**config.mk**
```make
export PLATFORM = sky130hd
export DESIGN_NAME = pp_engine
export DESIGN_NICKNAME = d
export VERILOG_FILES = /design/src/hdl/pp_pkg.sv /design/src/hdl/pp_engine.sv /design/src/hdl/pp_response.sv
export VERILOG_INCLUDE_DIRS = /design/src /design/src/hdl
export SDC_FILE = /design/constraint.sdc
export NUM_CORES = 1
export LEC_CHECK = 0
export BUFFER_PORTS_ARGS = -buffer_cell sky130_fd_sc_hd__buf_2
export CORE_MARGIN = 1.5
export CORE_UTILIZATION = 45
export DETAILED_ROUTE_END_ITERATION = 16
export HOLD_SLACK_MARGIN = 0.03
export PLACE_DENSITY = 0.71
export SLEW_MARGIN = 5
export SYNTH_ARGS = -nofsm -noshare
export SYNTH_HDL_FRONTEND = slang
export SYNTH_SLANG_ARGS = --single-unit
```
**constraint.sdc**
```tcl
create_clock -name clk -period 2.1 [get_ports clk]
set_input_delay 0.105 -clock clk [delete_from_list [all_inputs] [get_ports clk]]
set_output_delay 0.105 -clock clk [all_outputs]
set_load 0.01 [all_outputs]
```
**src/hdl/pp_cfg.svh**
```systemverilog
// Constants for the parallel-poll configuration engine
`ifndef PP_CFG_SVH
`define PP_CFG_SVH
`define PP_UNL        8'h3F
`define PP_PPC        8'h05
`define PP_PPU        8'h15
`define PP_PPE_BASE   8'h60
`define PP_PPD_BYTE   8'h70
`define PP_LISTEN_OFS 8'h20
`define PP_TALK_OFS   8'h40
`define PP_LOCAL_ADDR 8'hFF
`define PP_U_BIT      4
`define PP_S_BIT      3
`define PP_OWN_ADDR   5'h00
`endif

```
**src/hdl/pp_pkg.sv**
```systemverilog
// Types for the parallel-poll configuration engine
package pp_pkg;
   typedef enum logic [1:0] {
      OP_CONFIGURE,
      OP_UNCONFIGURE,
      OP_POLL
   } op_t;

   // One request from the serial command side
   typedef struct packed {
      op_t        op;
      logic [7:0] addr;
      logic [2:0] line;
      logic       sense;
      logic       no_addr;
   } req_t;

   // Stored poll response setting
   typedef struct packed {
      logic       enabled;
      logic       sense;
      logic [2:0] line;
   } ppcfg_t;
endpackage : pp_pkg

```
**src/hdl/pp_engine.sv**
```systemverilog
// Parallel-poll command engine with own response logic
//
// What this block does
// - Configure sends own talk, unlisten, target listen, configure, enable.
// - Enable byte holds requested line and sense bit.
// - Enable byte always has U bit cleared.
// - Line 4 sense 0 gives 63; line 3 sense 1 gives 6A.
// - Several triples yield one full sequence each in turn.
// - Unconfigure sends talk, unlisten, target listen, configure, disable.
// - Unconfigure with no address sends universal unconfigure.
// - Address 255 configures own response locally, nothing on the bus.
// - Local request without local option: unchanged, capability error.
// - Poll returns byte with bit n-1 set for each asserted line n.
// - Shared line bit is OR of all responders.
// - In bus-host mode ist follows service request.
// - Own line asserted during poll only when ist equals sense.
// - Option clear: remote only; option set: local only outside bus-host mode.
// - Low three bits n select line n+1; bit 3 is sense.
// - Any byte 70 to 7F disables own response.
// - Bus-host mode accepts only remote configuration.
`timescale 1ns/1ps
`include "pp_cfg.svh"
module pp_engine
   import pp_pkg::*;
(
   input  wire logic       clk,
   input  wire logic       resetn,
   input  wire logic       req_valid,
   input  wire req_t       req,
   output logic            req_ready,
   output logic            done,
   output logic [7:0]      poll_result,
   output logic            capability_error,
   output logic            not_controller_error,
   input  wire logic       local_option,
   input  wire logic       bus_host_mode,
   input  wire logic       controller_in_charge,
   input  wire logic       service_request_enable_function,
   output logic            srq_out,
   output logic            cmd_valid,
   output logic [7:0]      cmd_byte,
   input  wire logic       cmd_ready,
   output logic            poll_active,
   input  wire logic [7:0] dio_in,
   output logic [7:0]      dio_out,
   output logic            dio_oe,
   input  wire logic       rx_cmd_valid,
   input  wire logic [7:0] rx_cmd_byte,
   input  wire logic       device_ist,
   output logic            ist_out
);
   typedef enum logic [2:0] {
      S_IDLE,
      S_SEND,
      S_POLL,
      S_DONE
   } state_t;

   state_t     state_reg,  state_next;
   logic [2:0] step_reg,   step_next;
   logic [2:0] last_reg,   last_next;
   req_t       cur_reg,    cur_next;
   logic [7:0] cmd_reg,    cmd_next;
   logic       cv_reg,     cv_next;
   logic [7:0] res_reg,    res_next;
   logic       done_reg,   done_next;
   logic       capability_error_reg,   capability_error_next;
   logic       ecic_reg,   ecic_next;
   logic       srq_reg,    srq_next;
   logic       ist_reg,    ist_next;
   logic       pa_reg,     pa_next;
   logic [7:0] dout_reg,   dout_next;
   logic       doe_reg,    doe_next;
   logic       rdy_reg,    rdy_next;

   logic       lwr;
   ppcfg_t     lcfg;
   ppcfg_t     cfg;
   logic [7:0] own_resp;
   logic       ist_now;
   logic       remote_ok;
   logic       rx_ppe;
   logic [7:0] seq_byte;
   logic       local_req;
   logic [7:0] poll_bits;

   // Individual status follows the service request in bus-host mode
   assign ist_now = bus_host_mode ? srq_reg : device_ist;
   // Remote setting refused when local option set, but always in bus-host
   assign remote_ok = bus_host_mode || !local_option;
   assign rx_ppe = rx_cmd_valid &&
      ((rx_cmd_byte & 8'hE0) == `PP_PPE_BASE);
   // Address 255 on configure or unconfigure asks for own setup
   assign local_req = req.op != OP_POLL && !req.no_addr &&
      req.addr == `PP_LOCAL_ADDR;

   // Per-line poll sample: bus lines ORed with own response
   genvar gi;
   generate
      for (gi = 0; gi < 8; gi++) begin : g_line
         assign poll_bits[gi] = dio_in[gi] | own_resp[gi];
      end
   endgenerate

   // Stored own setting and response decode
   pp_response pp_response_inst (
      .clk            (clk),
      .resetn         (resetn),
      .local_wr       (lwr),
      .local_cfg      (lcfg),
      .remote_wr      (rx_ppe),
      .remote_byte    (rx_cmd_byte),
      .remote_allowed (remote_ok),
      .ist            (ist_now),
      .cfg            (cfg),
      .resp           (own_resp)
   );

   // Byte for the step after the current one of a sequence
   always_comb begin
      unique case (3'(step_reg + 3'd1))
         3'd0: seq_byte = `PP_TALK_OFS | {3'b000, `PP_OWN_ADDR};
         3'd1: seq_byte = `PP_UNL;
         3'd2: seq_byte = `PP_LISTEN_OFS | {3'b000, cur_reg.addr[4:0]};
         3'd3: seq_byte = `PP_PPC;
         default: begin
            if (cur_reg.op == OP_CONFIGURE) begin
               // Line n+1 carried as n, sense in S, U cleared
               seq_byte = `PP_PPE_BASE |
                  {4'h0, cur_reg.sense, 3'(cur_reg.line - 3'd1)};
            end else begin
               seq_byte = `PP_PPD_BYTE;
            end
         end
      endcase
   end

   // Local configure request decode
   always_comb begin
      lwr  = 1'b0;
      lcfg = cfg;
      if (state_reg == S_IDLE && req_valid && local_req &&
          local_option && !bus_host_mode) begin
         lwr          = 1'b1;
         lcfg.enabled = (req.op == OP_CONFIGURE);
         lcfg.sense   = req.sense;
         lcfg.line    = 3'(req.line - 3'd1);
      end
   end

   // Sequencer next state
   always_comb begin
      state_next = state_reg;
      step_next  = step_reg;
      last_next  = last_reg;
      cur_next   = cur_reg;
      cmd_next   = cmd_reg;
      cv_next    = cv_reg;
      done_next  = 1'b0;
      capability_error_next  = capability_error_reg;
      ecic_next  = ecic_reg;
      pa_next    = 1'b0;

      unique case (state_reg)
         S_IDLE: begin
            if (req_valid) begin
               cur_next  = req;
               capability_error_next = 1'b0;
               ecic_next = 1'b0;
               step_next = 3'd0;
               if (local_req) begin
                  capability_error_next  = !(local_option && !bus_host_mode);
                  state_next = S_DONE;
               end else if (!controller_in_charge) begin
                  ecic_next  = 1'b1;
                  state_next = S_DONE;
               end else if (req.op == OP_POLL) begin
                  state_next = S_POLL;
               end else if (req.no_addr) begin
                  // Universal unconfigure only
                  step_next  = 3'd4;
                  last_next  = 3'd4;
                  cmd_next   = `PP_PPU;
                  cv_next    = 1'b1;
                  state_next = S_SEND;
               end else begin
                  last_next  = 3'd4;
                  cmd_next   = `PP_TALK_OFS | {3'b000, `PP_OWN_ADDR};
                  cv_next    = 1'b1;
                  state_next = S_SEND;
               end
            end
         end

         S_SEND: begin
            if (cmd_ready) begin
               if (step_reg == last_reg) begin
                  cv_next    = 1'b0;
                  state_next = S_DONE;
               end else begin
                  step_next = 3'(step_reg + 3'd1);
               end
            end
         end

         // Two poll cycles, result taken on the second
         S_POLL: begin
            pa_next    = 1'b1;
            state_next = pa_reg ? S_DONE : S_POLL;
         end

         S_DONE: begin
            done_next  = 1'b1;
            state_next = S_IDLE;
         end
         default: state_next = S_IDLE;
      endcase
      // Load the next byte once the current one is taken
      if (state_reg == S_SEND && cmd_ready && step_reg != last_reg) begin
         cmd_next = seq_byte;
      end
      // Ready stands as a flop, high in idle
      rdy_next = (state_next == S_IDLE);
   end

   // Register all sequencer state
   always_ff @(posedge clk) begin
      if (!resetn) begin
         state_reg <= S_IDLE;
         step_reg  <= 3'd0;
         last_reg  <= 3'd0;
         cur_reg   <= '0;
         cmd_reg   <= 8'h00;
         cv_reg    <= 1'b0;
         done_reg  <= 1'b0;
         capability_error_reg  <= 1'b0;
         ecic_reg  <= 1'b0;
         pa_reg    <= 1'b0;
         rdy_reg   <= 1'b1;
      end else begin
         state_reg <= state_next;
         step_reg  <= step_next;
         last_reg  <= last_next;
         cur_reg   <= cur_next;
         cmd_reg   <= cmd_next;
         cv_reg    <= cv_next;
         done_reg  <= done_next;
         capability_error_reg  <= capability_error_next;
         ecic_reg  <= ecic_next;
         pa_reg    <= pa_next;
         rdy_reg   <= rdy_next;
      end
   end

   // Status, own line drive and poll result next values
   always_comb begin
      srq_next  = service_request_enable_function && bus_host_mode;
      ist_next  = ist_now;
      // Own line driven outside own polls while enabled
      dout_next = own_resp;
      doe_next  = (own_resp != 8'h00) && !rx_cmd_valid && !pa_reg &&
                  cfg.enabled;
      // Poll byte sampled on each poll cycle
      res_next  = res_reg;
      if (state_reg == S_POLL) begin
         res_next = poll_bits;
      end
   end

   // Register status, own line drive and poll result
   always_ff @(posedge clk) begin
      if (!resetn) begin
         srq_reg   <= 1'b0;
         ist_reg   <= 1'b0;
         dout_reg  <= 8'h00;
         doe_reg   <= 1'b0;
         res_reg   <= 8'h00;
      end else begin
         srq_reg   <= srq_next;
         ist_reg   <= ist_next;
         dout_reg  <= dout_next;
         doe_reg   <= doe_next;
         res_reg   <= res_next;
      end
   end

   assign req_ready            = rdy_reg;
   assign done                 = done_reg;
   assign poll_result          = res_reg;
   assign capability_error     = capability_error_reg;
   assign not_controller_error = ecic_reg;
   assign srq_out              = srq_reg;
   assign cmd_valid            = cv_reg;
   assign cmd_byte             = cmd_reg;
   assign poll_active          = pa_reg;
   assign dio_out              = dout_reg;
   assign dio_oe               = doe_reg;
   assign ist_out              = ist_reg;
endmodule : pp_engine

```
**src/hdl/pp_response.sv**
```systemverilog
// Own parallel-poll response and stored poll setting
`timescale 1ns/1ps
`include "pp_cfg.svh"
module pp_response
   import pp_pkg::*;
(
   input  wire logic       clk,
   input  wire logic       resetn,
   input  wire logic       local_wr,
   input  wire ppcfg_t     local_cfg,
   input  wire logic       remote_wr,
   input  wire logic [7:0] remote_byte,
   input  wire logic       remote_allowed,
   input  wire logic       ist,
   output ppcfg_t          cfg,
   output logic [7:0]      resp
);
   ppcfg_t cfg_reg;
   ppcfg_t cfg_next;

   // Next setting from local or remote configuration
   always_comb begin
      cfg_next = cfg_reg;
      if (local_wr) begin
         cfg_next = local_cfg;
      end else if (remote_wr && remote_allowed) begin
         if (remote_byte[`PP_U_BIT]) begin
            cfg_next.enabled = 1'b0;
         end else begin
            cfg_next.enabled = 1'b1;
            cfg_next.sense   = remote_byte[`PP_S_BIT];
            cfg_next.line    = remote_byte[2:0];
         end
      end
   end

   always_ff @(posedge clk) begin
      if (!resetn) begin
         cfg_reg <= '0;
      end else begin
         cfg_reg <= cfg_next;
      end
   end

   // Drive assigned line only when ist matches sense
   always_comb begin
      resp = 8'h00;
      if (cfg_reg.enabled && (ist == cfg_reg.sense)) begin
         resp[cfg_reg.line] = 1'b1;
      end
   end

   assign cfg = cfg_reg;
endmodule : pp_response

```
# Word level (Yosys, flattened, before mapping)
# Index checks and enable logic that the tools add are counted.
dict set report word_totals {
  reg_bits 56
  output_inout_bits 33
  word_cells 150
}
dict set report op_classes {
  n_addsub 3
  order_cmp 2
  eq_ne 24
  n_mux 47
  bitwise 10
  reduce_logical 42
}
# op n
set ops {}
lappend ops {{two-way mux 8 bit} 7}
lappend ops {{two-way mux 3 bit} 10}
lappend ops {{one-hot mux 7 bit (4 select lines)} 1}
lappend ops {{two-way mux 5 bit} 4}
lappend ops {{logical AND 1 bit} 17}
lappend ops {{two-way mux 1 bit} 16}
lappend ops {{!= test 2 bit (second input constant)} 8}
lappend ops {{equality test 3 x 2 -> 1 bit (second input constant)} 5}
lappend ops {{AND reduction 5 bit} 2}
lappend ops {{nonzero test 2 bit} 5}
lappend ops {{zero test 3 bit} 3}
lappend ops {{one-hot mux 3 bit (3 select lines)} 1}
lappend ops {{equality test 8 bit (second input constant)} 1}
lappend ops {{!= test 2 x 1 -> 1 bit (second input constant)} 4}
lappend ops {{OR 1 bit} 8}
lappend ops {{nonzero test 8 bit} 1}
lappend ops {{two-way mux 7 bit} 1}
lappend ops {{AND reduction 7 bit} 1}
lappend ops {{equality test 3 x 1 -> 1 bit (second input constant)} 2}
lappend ops {{zero test 1 bit} 6}
lappend ops {{two-way mux 2 bit} 3}
lappend ops {{one-hot mux 3 bit (2 select lines)} 1}
lappend ops {{subtractor 3 x 1 -> 3 bit (second input constant)} 2}
lappend ops {{zero test 2 bit} 2}
lappend ops {{15 further kinds} 17}

# Depth between registers and ports, before layout
# Gate-level depths: netlist of run 1.
dict set report logic_depth {
  depth_word 9
  mapped_depth 6
  ltp_nobuf 6
}

# Cells and area by module
# Synthesis of run 1 repeated with hierarchy kept, for this count alone.
dict set report unflattened {
  cells_unflattened 305
  hier_area_um2 2700.1
}
# module instances cells_per_inst area_per_inst_um2 seq_area_each_um2
set by_module_without_submodules {}
lappend by_module_without_submodules {pp_engine 1 262 2348.5 1001.0}
lappend by_module_without_submodules {pp_response 1 43 351.6 100.1}

# Least setup slack after synthesis of run 1
# No wires, ideal clock.
dict set report synth_timing {
  kind {register -> register}
  start {register step_reg[0]}
  end {register cmd_reg[4], in the netlist cmd_byte[4]}
  arrival_ps 1808
  t_required_ps 2030
  path_slack_ps 223
  stages_incl_launch_ff 7
  path_buffers 0
  period_less_slack_ps 1877
  path_cell_list {dfxtp_1 > inv_1 > ha_1 > or4_4 > a21o_1 > a31o_2 > a21oi_1}
}
dict set report synth_via {
  elab_chain_cells 4
  word_cells_on_any_way 15
  classes_between {add/sub: 1; eq/ne: 6; mux: 2; reduce/logical: 6}
}
# item line_no
set synth_lines {}
lappend synth_lines {{start: declaration} pp_engine.sv:60} ;# logic [2:0] step_reg, step_next;
lappend synth_lines {{start signal: assignment} pp_engine.sv:242} ;# step_reg <= step_next;
lappend synth_lines {{adder 3 x 1 -> 3 bit / != test 3 bit (equally long branches)} {pp_engine.sv:121, pp_engine.sv:219}}
lappend synth_lines {{equality test 3 x 2 -> 1 bit, or another cell as far along} pp_engine.sv:121} ;# unique case (3'(step_reg + 3'd1))
lappend synth_lines {{one-hot mux 7 bit (4 select lines), or another cell as far along} pp_engine.sv:121}
lappend synth_lines {{two-way mux 8 bit / AND reduction 5 bit (equally long branches)} -}
lappend synth_lines {{end signal: assignment} pp_engine.sv:245} ;# cmd_reg <= cmd_next;
lappend synth_lines {{end: declaration} pp_engine.sv:63} ;# logic [7:0] cmd_reg, cmd_next;
# Parallel ways exist; a longest one is shown, timed or not.
# A chain may end at the register's enable or synchronous reset.

# Worst setup path after layout of run 1
# Ends and elaborated chain as after synthesis.

==> flow_metrics.py, run 1 <==
metrics = {
    "synthesis": {
        "synth_top_cell_by_area": "dfxtp_1",
        "synth_edf_count": 0,
        "synth_seq_area_share": 0.428,
        "yosys.area.top_type_share": 0.428,
        "ys_ff_latch": 55,
        "synthCells": 288,
        "synthArstFlopShare": 0,
        "yosys_warnings": 0,
        "avgSynthCellArea_um2": 8.93,
        "synth_cell_types": 57,
        "synth_area_leaders": "dfxtp_1 (43%), a21oi_1 (5.1%), nand2_1 (4.8%)",
        "netlist_area_mm2": 0.00257,
        "ys_dominant_reg_cell": "dfxtp_1",
    },
    "timing": {
        "rsz0062_at_grt": "false",
        "clock_skew_ns": 0.00310,
        "finalHoldViolCount": 0,
        "finalSetupTns_ns": 0,
        "fin_crit_sh": 0.928,
        "period_needed_ns": 1.95,
        "slew_headroom": 0.626,
        "drv_slew": 0,
        "worst_pin_slew_ns": 0.560,
        "setup-violations-final": 0,
        "fmax_ghz": 0.513,
    },
    "finish": {
        "area_delta_synth_final_pct": 23.8,
        "design_area_mm2": 0.00318,
        "nFillCells": 526,
        "largest_reg_flops": 11,
        "layout-drive-gt1-share": 0.272,
        "nNetsFinal": 419,
        "fin_util": 0.578,
        "diodes": 0,
    },
    "routing": {
        "vias": 2380,
        "wl_per_cell_um": 14.3,
        "detail_route.iter0.violations": 140,
        "drt-total-wl_um": 6340,
        "drtAntennaViolNets": 0,
        "dr.pass1.iters": 4,
        "drc": 0,
        "viasPerCell": 5.37,
    },
    "worst_setup_path": {
        "worst-endpoint-arrival_ns": 2.20,
        "critPathLaunchType": "flop",
        "endpoint_kind": "flop",
        "r2r_start": "step_reg[0]",
        "cp.required_ns": 2.35,
        "worstPathMaxFanout": 5,
        "ff2ff_setup_slack_ns": 0.15,
        "reg2reg_depth": 6,
        "r2r_end": "cmd_byte[4]",
        "criticalPathCategory": "reg -> reg",
        "cp-startpoint": "step_reg[0]",
    },
    "floorplanning": {
        "dieHeight_um": 78.6,
        "die-area_mm2": 0.00618,
        "io_pins": 74,
        "row_count": 27,
        "dieWidth_um": 78.6,
        "start_util": 0.467,
        "fp.coreArea_mm2": 0.00551,
    },
    "placed_design": {
        "place_area_mm2": 0.00300,
        "dp_hpwl_um": 4700,
        "io_buffers": 72,
        "gp_congestion": 0.874,
    },
    "global_route": {
        "grt_start_max_net_pins": 29,
        "grt_first_pass_wirelength_um": 10300,
        "grt_pass1_vias": 2163,
        "grt_util_all_layers": 0.215,
        "antenna_found_initial": 0,
        "overflow": 0,
    },
    "cts": {
        "clkSlewWorstSetupHoldPaths_ns": 0.10,
        "clk_latency_ns": 0.31,
        "cts_resized": 0,
        "clock-sinks": 55,
        "numCtsBuffers": 5,
        "cts_tree": "yes",
        "cts_setup_buffers": 0,
        "h-tree-depth": 2,
        "clockRootBuffer": "clkbuf_8",
        "hold_buffers": 10,
        "clock_path_buffers": 2,
    },
    "power": {
        "ir_drop_uv": 384,
        "power_mw": 1.88,
        "p_per_area_mw_per_mm2": 590,
        "leakage_nw": 1.36,
    },
    "hold_path": {
        "min_path_type": "in -> reg",
        "hold_end": "cur_reg[3]",
        "whs_path_depth": 3,
        "worstHoldStart": "req[3]",
    },
    "outcome": {
        "status": "complete, no violations",
    },
    "run": {
        "drv_cap": 0,
    },
}
[placed cells by master (no fill, tap or decap), drive strengths merged, types with 2 or more instances in the layout]
cell         netlist  final
conb               1      2
a21boi             4      4
dfxtp             55     55
nor4b              2      2
nand3              9      9
nor2b              2      2
nand2b             4      4
nand2             33     33
and3               9      9
a21oi             26     26
a31o               3      3
o2111ai            2      2
and2               2      2
nor2              22     22
a211oi             3      3
nor4               2      2
nor3b              2      2
nand4b             4      4
dlygate4sd3        0     10
a31oi             10     10
mux2i              6      6
nand3b             2      2
or2                2      2
ha                 8      8
xnor2              3      3
xor2               3      3
nand4              4      4
buf                7     80
a21o               2      2
clkbuf             9      6
nor3               3      3
o21ai             11     11
inv                7      7
or3b               2      2
o211ai             6      6
o21a               2      2
[worst max-delay path: stages (launching register included)]
cell and delay [ns]:
dfxtp_1 0.42, inv_1 0.12, ha_1 0.22, or4_4 0.55, a21o_1 0.23, a31o_2 0.24, a21oi_1 0.10
[power by group]
part | total (mW) | switching [mW] | internal (mW) | leakage [nW]
clock | 0.574 | 0.340 | 0.234 | 0.0412
sequential | 1.09 | 0.0201 | 1.07 | 0.446
combinational | 0.217 | 0.117 | 0.101 | 0.873
total | 1.88 | 0.477 | 1.40 | 1.36
[synthesized netlist by cell type, types with 6 or more instances]
master,instances
o21ai_0,11
o211ai_1,6
inv_1,7
nand2_1,33
dfxtp_1,55
a21oi_1,26
nand3_1,9
nor2_1,22
and3_1,9
clkbuf_1,9
ha_1,8
a31oi_1,10
mux2i_1,6
[area by class of cell]
class,instances,area (µm²),share of cell area
clock buffers,6,72.6,0.0228
clock inverters,2,12.5,0.00393
inverters,7,26.3,0.00825
multi-input cells,211,1360,0.428
flip-flops and latches,55,1100,0.346
well taps,72,90.1,0.0283
repair buffers,90,520,0.163
[per-stage QoR]
step,cells,hold WS (ns),setup WS (ns)
floorplan,289,0.181,0.223
global placement,425,0.299,0.230
detailed placement,425,0.296,0.168
CTS,443,0.0304,0.147
global route,443,0.0455,0.0540
finish,443,0.0366,0.150
[metal layers]
| metal | GRT usage | vias up | share of wire |
|---|---|---|---|
| li1 | - | 1203 | - |
| met1 | 0.298 | 1098 | 0.46 |
| met3 | 0.0419 | 11 | 0.060 |
| met4 | 0.0857 | 0 | 0.017 |
| met2 | 0.328 | 68 | 0.47 |
| met5 | 0 | - | 0 |
[cell families after synthesis]
logic type	count (synthesis)	share of synthesized area
AO/OA/AOI/OAI	80	0.204
XOR/XNOR	6	0.0204
adder cells (fa/ha/maj)	8	0.0389
buffers and inverters	23	0.0438
flip-flops	55	0.428
multiplexers	6	0.0234
other	1	0.00146
AND/OR/NAND/NOR	109	0.239
[how the worst max path moves through the flow]
stage                             end  cells after the start
after floorplan           cmd_byte[4]                      6
after global placement    cmd_byte[4]                      6
after detailed placement  cmd_byte[4]                      6
after CTS                 cmd_byte[4]                      6
after global routing      cmd_byte[4]                      6
final                     cmd_byte[4]                      6
Power figures use the tool's default switching activity.
==> run 2: changes to the inputs <==
--- a/config.mk
+++ b/config.mk
@@ -6,6 +6,7 @@
 export SDC_FILE = /design/constraint.sdc
 export NUM_CORES = 1
 export LEC_CHECK = 0
+export ABC_AREA = 1
 export BUFFER_PORTS_ARGS = -buffer_cell sky130_fd_sc_hd__buf_2
 export CORE_MARGIN = 1.5
 export CORE_UTILIZATION = 45
==> run 2 against run 1 <==
  * Count of clock-buffer cells in the layout stayed put
  * Largest cell class unchanged
  * Utilization is 1.3 points lower
  * Largest power group unchanged
  * Global-route usage is 0.66 points lower
  * Routed wire length is 4.1% lower
  * Critical path depth is 1 higher
  * Sequential share of layout area is 0.55 points higher
  * Worst hold slack better by 0.018 ns
  * Setup slack better by 0.25 ns
  * Critical endpoint is now cmd_byte[5]
  * Synthesized cell count is 28% higher
==> flow_metrics.py, run 2 <==
metrics = {
    "outcome": {
        "status": "complete, no violations",
    },
    "floorplanning": {
        "die-area_mm2": 0.00623,
        "fp.coreArea_mm2": 0.00554,
        "io_pins": 74,
        "dieHeight_um": 79.0,
        "row_count": 27,
        "start_util": 0.469,
        "dieWidth_um": 79.0,
    },
    "finish": {
        "area_delta_synth_final_pct": 20.7,
        "nFillCells": 574,
        "largest_reg_flops": 11,
        "layout_common_cells": "nand2_1 (82), buf_2 (72), nor2_1 (61)",
        "layout-drive-gt1-share": 0.243,
        "nNetsFinal": 493,
        "diodes": 0,
        "fin_util": 0.566,
        "final_common_cell": "nand2_1",
    },
    "hold_path": {
        "min_path_type": "in -> reg",
        "whs_path_depth": 3,
        "worstHoldStart": "req[1]",
        "hold_end": "pp_response_inst.cfg[3]",
    },
    "timing": {
        "fmax_ghz": 0.589,
        "clock_skew_ns": 0.00856,
        "fin_crit_sh": 0.809,
        "finalSetupTns_ns": 0,
        "period_needed_ns": 1.70,
        "worst_pin_slew_ns": 0.551,
        "rsz0062_at_grt": "false",
        "setup-violations-final": 0,
        "slew_headroom": 0.632,
        "drv_slew": 0,
        "finalHoldViolCount": 0,
    },
    "worst_setup_path": {
        "reg2reg_depth": 7,
        "cp.required_ns": 2.34,
        "worstPathMaxFanout": 12,
        "critPathLaunchType": "flop",
        "worst-endpoint-arrival_ns": 1.93,
        "ff2ff_setup_slack_ns": 0.40,
        "r2r_start": "step_reg[0]",
        "criticalPathCategory": "reg -> reg",
        "r2r_end": "cmd_byte[5]",
        "endpoint_kind": "flop",
    },
    "routing": {
        "wl_met3_um": 256,
        "viasPerCell": 4.77,
        "wl_met1_um": 3010,
        "wl_met2_um": 2770,
        "detail_route.iter0.violations": 177,
        "vias": 2468,
        "wl_per_cell_um": 11.8,
        "dr.pass1.iters": 6,
        "top_layer_used": "met4",
        "drtAntennaViolNets": 0,
        "drc": 0,
        "drt-total-wl_um": 6080,
    },
    "placed_design": {
        "gp_congestion": 0.825,
        "io_buffers": 72,
        "dp_hpwl_um": 4580,
    },
    "run": {
        "drv_cap": 0,
    },
    "synthesis": {
        "yosys.area.top_type_share": 0.424,
        "ys_ff_latch": 55,
        "avgSynthCellArea_um2": 7.06,
        "synth_top_cell_by_area": "dfxtp_1",
        "synthArstFlopShare": 0,
        "synthTopCellsByCount": "nand2_1 (82), nor2_1 (61), dfxtp_1 (55), inv_1 (34)",
        "yosys_warnings": 0,
        "yosysMostFrequentCell": "nand2_1",
        "synth_area_leaders": "dfxtp_1 (42%), nand2_1 (12%), nor2_1 (8.8%)",
        "synth_cell_types": 34,
        "ys_dominant_reg_cell": "dfxtp_1",
        "netlist_area_mm2": 0.00260,
        "synth_edf_count": 0,
        "synth_seq_area_share": 0.424,
        "synthCells": 368,
    },
    "cts": {
        "clk_latency_ns": 0.31,
        "cts_setup_buffers": 0,
        "clock-sinks": 55,
        "clkSlewWorstSetupHoldPaths_ns": 0.10,
        "clock_path_buffers": 2,
        "h-tree-depth": 2,
        "numCtsBuffers": 5,
        "cts_tree": "yes",
        "clockRootBuffer": "clkbuf_8",
    },
    "global_route": {
        "grt_util_all_layers": 0.209,
        "grt_start_max_net_pins": 30,
        "grt_pass1_vias": 2208,
        "antenna_found_initial": 0,
        "grt_first_pass_wirelength_um": 10300,
        "overflow": 0,
    },
    "power": {
        "ir_drop_uv": 256,
        "leakage_nw": 1.51,
        "p_per_area_mw_per_mm2": 628,
    },
}
-- run 2: cells by family (layout without fill, tap and decap cells) --
logic type / after synthesis / after routing / share of synthesized area
xor+xnor: 2 / 2 / 0.00675
simple gates: 182 / 182 / 0.305
other cells: 1 / 2 / 0.00144
fa+ha+maj: 8 / 8 / 0.0386
buf+inv: 56 / 132 / 0.0901
flops: 55 / 55 / 0.424
compound gates: 64 / 64 / 0.134
-- run 2: critical path: stages, from the launching register on --
cell and delay, ns:
dfxtp_1 0.43, inv_1 0.12, ha_1 0.21, nand3_1 0.14, nand2_1 0.27, inv_2 0.22
nand2_1 0.09, a21oi_1 0.14
-- run 2: worst max path at each step --
stage / slack [ns] / to / start
floorplan: 0.73 / cmd_byte[6] / step_reg[0]
global placement: 0.51 / cmd_byte[1] / step_reg[0]
detailed placement: 0.42 / cmd_byte[4] / state_reg[0]
CTS: 0.41 / cmd_byte[4] / state_reg[0]
global route: 0.25 / cmd_byte[3] / step_reg[0]
finish: 0.40 / cmd_byte[5] / step_reg[0]
-- run 2: repair_timing --
action / CTS / global route
hold endpoints to repair: 3 / 0
setup endpoints to repair: 0 / 0
hold buffers: 4 / 0
gates resized for setup: 0 / 0
-- run 2: layout make-up --
cell class / count / area, µm² / area share
Clock inverter: 2 / 16.3 / 0.00519
Sequential cell: 55 / 1100 / 0.351
Clock buffer: 6 / 72.6 / 0.0232
Multi-Input combinational cell: 258 / 1260 / 0.404
Timing Repair Buffer: 78 / 415 / 0.133
Tap cell: 72 / 90.1 / 0.0287
Inverter: 46 / 174 / 0.0555
-- run 2: metal layers --
layer / GRT usage / vias to the layer above
met5: 0 / -
met4: 0.0579 / 0
met3: 0.0391 / 2
met2: 0.334 / 61
met1: 0.289 / 1092
li1: - / 1313
-- run 2: metrics by stage --
step	worst slack (ns)	instance area (µm²)	hold slack, ns	instances	power (mW)
finish	0.402	3130	0.0541	517	1.97
global route	0.249	3130	0.0645	517	2.07
CTS	0.413	3130	0.0529	517	1.98
detailed placement	0.424	3010	0.305	505	1.39
global placement	0.509	3010	0.304	505	1.39
floorplan	0.730	2600	0.184	369	1.29
-- run 2: report_power, final --
part           internal (mW)  total (mW)  switching [mW]
Combinational          0.106       0.270           0.164
Clock                  0.240       0.595           0.355
Sequential              1.08        1.10          0.0212
==> run 3: changes to the inputs <==
==> constraint.sdc (replaced) <==
create_clock -name clk -period 1.7 [get_ports clk]
set_input_delay 0.085 -clock clk [delete_from_list [all_inputs] [get_ports clk]]
set_output_delay 0.085 -clock clk [all_outputs]
set_load 0.01 [all_outputs]
==> run 3 against run 2 <==
  * Via count up 2.5%
  * Routed wire length down 0.74%
  * First-iteration DRC count down 39%
  * Critical endpoint is now cmd_byte[4]
  * Utilization up 1.4 points
  * Die area unchanged
  * Largest power group unchanged
  * Highest routed layer unchanged
  * Combinational power up 27%
  * Final cell count up 0.97%
  * Maximum frequency up 11%
==> flow_metrics.py, run 3 (synthesized netlist as in run 2, its figures left out) <==
metrics = {
    "timing": {
        "drv_slew": 0,
        "setup-violations-final": 0,
        "fmax_ghz": 0.654,
        "rsz0062_at_grt": "false",
        "fin_crit_sh": 0.899,
        "fin_ws_ns": 0.171,
        "finalSetupTns_ns": 0,
        "whs_ns": 0.0435,
        "period_needed_ns": 1.53,
        "finalHoldViolCount": 0,
        "clock_skew_ns": 0.00863,
    },
    "worst_setup_path": {
        "worst-endpoint-arrival_ns": 1.77,
        "r2r_start": "step_reg[1]",
        "endpoint_kind": "flop",
        "worstPathMaxFanout": 7,
        "cp.required_ns": 1.94,
        "ff2ff_setup_slack_ns": 0.17,
        "cp_cell_sequence": "inv_1, ha_1, nand3_1, nand2_1, buf_4, nand3b_1, nand2_1, a21oi_2",
        "path_common_cell": "nand2_1",
        "slowest_stage": "dfxtp_1",
        "reg2reg_depth": 8,
        "critPathLaunchType": "flop",
        "criticalPathCategory": "reg -> reg",
        "cpPeakStageDelay_ns": 0.41,
        "r2r_end": "cmd_byte[4]",
    },
    "routing": {
        "drtAntennaViolNets": 0,
        "wl_per_cell_um": 11.6,
        "dr.pass1.iters": 4,
        "drc": 0,
        "vias": 2529,
        "drt-total-wl_um": 6030,
        "viasPerCell": 4.84,
        "detail_route.iter0.violations": 108,
    },
    "hold_path": {
        "whs_path_depth": 3,
        "hold_end": "poll_result[1]",
        "min_path_type": "in -> reg",
        "worstHoldStart": "dio_in[1]",
    },
    "outcome": {
        "status": "complete, no violations",
    },
    "power": {
        "sw_frac_of_total": 0.249,
        "pwr-share-clk": 0.346,
        "p_per_area_mw_per_mm2": 812,
        "p_int_mw": 1.96,
        "p_switching_mw": 0.648,
        "leakage_nw": 1.55,
        "comb_power_share": 0.132,
        "ir_drop_uv": 428,
        "seqPwrFrac": 0.522,
    },
    "finish": {
        "largest_reg_flops": 11,
        "final_common_cell": "nand2_1",
        "layout-drive-gt1-share": 0.251,
        "nNetsFinal": 498,
        "diodes": 0,
        "layout_common_cells": "nand2_1 (82), buf_2 (72), nor2_1 (61)",
        "area_delta_synth_final_pct": 23.7,
    },
    "floorplanning": {
        "die-area_mm2": 0.00623,
        "io_pins": 74,
        "fp.coreArea_mm2": 0.00554,
        "start_util": 0.469,
        "dieHeight_um": 79.0,
        "dieWidth_um": 79.0,
        "row_count": 27,
    },
    "global_route": {
        "grt_first_pass_wirelength_um": 10500,
        "grt_start_max_net_pins": 30,
        "grt_pass1_vias": 2366,
        "grt_util_all_layers": 0.211,
        "antenna_found_initial": 0,
        "overflow": 0,
    },
    "cts": {
        "clk_latency_ns": 0.30,
        "h-tree-depth": 2,
        "numCtsBuffers": 5,
        "clockRootBuffer": "clkbuf_8",
        "clkSlewWorstSetupHoldPaths_ns": 0.10,
        "cts_tree": "yes",
        "clock-sinks": 55,
        "clock_path_buffers": 2,
    },
    "placed_design": {
        "io_buffers": 72,
        "gp_congestion": 0.939,
        "pre_cts_ws_ns": 0.151,
        "dp_hpwl_um": 4630,
    },
    "run": {
        "drv_cap": 0,
    },
}
run 3: worst max path at each step:
| stage | start | to | slack, ns | cells past startpoint |
|---|---|---|---|---|
| 2_1_floorplan | step_reg[0] | cmd_byte[6] | 0.33 | 7 |
| 3_3_place_gp | step_reg[0] | cmd_byte[6] | 0.22 | 8 |
| 3_5_place_dp | step_reg[0] | cmd_byte[4] | 0.15 | 8 |
| 4_1_cts | step_reg[0] | cmd_byte[4] | 0.12 | 8 |
| 5_1_grt | step_reg[1] | cmd_byte[2] | 0.01 | 11 |
| 6_report | step_reg[1] | cmd_byte[4] | 0.17 | 8 |
run 3: worst max-delay path: cells and delay by family, from the launching register on:
| kind | cells | cell delay (ns) |
|---|---|---|
| AND/OR/NAND/NOR | 4 | 0.46 |
| adder cells (fa/ha/maj) | 1 | 0.19 |
| flip-flops | 1 | 0.41 |
| buffers and inverters | 2 | 0.31 |
| AO/OA/AOI/OAI | 1 | 0.10 |
run 3: area by class of cell:
class | instances | area [µm²]
fillers | 555 | 2330
multi-input cells | 258 | 1260
flip-flops and latches | 55 | 1100
repair buffers | 83 | 458
inverters | 46 | 174
well taps | 72 | 90.1
clock buffers | 6 | 82.6
clock inverters | 2 | 38.8
run 3: per-layer routing:
| layer | GRT usage | up-vias | wire, µm |
|---|---|---|---|
| met4 | 0.0614 | 0 | 71 |
| met2 | 0.352 | 70 | 2800 |
| met3 | 0.0425 | 6 | 312 |
| met1 | 0.276 | 1129 | 2850 |
| met5 | 0 | - | 0 |
| li1 | - | 1324 | - |
run 3: per-stage QoR:
step           std cells  area, µm²  total power, mW   util
6_report             522       3210             2.61  0.579
3_5_place_dp         508       3030             1.73  0.547
2_1_floorplan        369       2600             1.60      -
4_1_cts              522       3210             2.63  0.579
5_1_grt              522       3210             2.75  0.579
3_3_place_gp         508       3030             1.72  0.547
run 3: repair_timing:
item	in CTS	in global routing
hold buffers	6	0
setup buffers	0	0
setup endpoints to repair	0	5
hold endpoints to repair	5	0
resized for setup	0	1
run 3: power by group through the flow:
stage / Sequential (mW) / Combinational, mW / Clock (mW)
floorplan: 1.40 / 0.198 / 0
global placement: 1.39 / 0.328 / 0
detailed placement: 1.39 / 0.332 / 0
CTS: 1.36 / 0.344 / 0.925
global route: 1.37 / 0.394 / 0.982
finish: 1.36 / 0.343 / 0.903
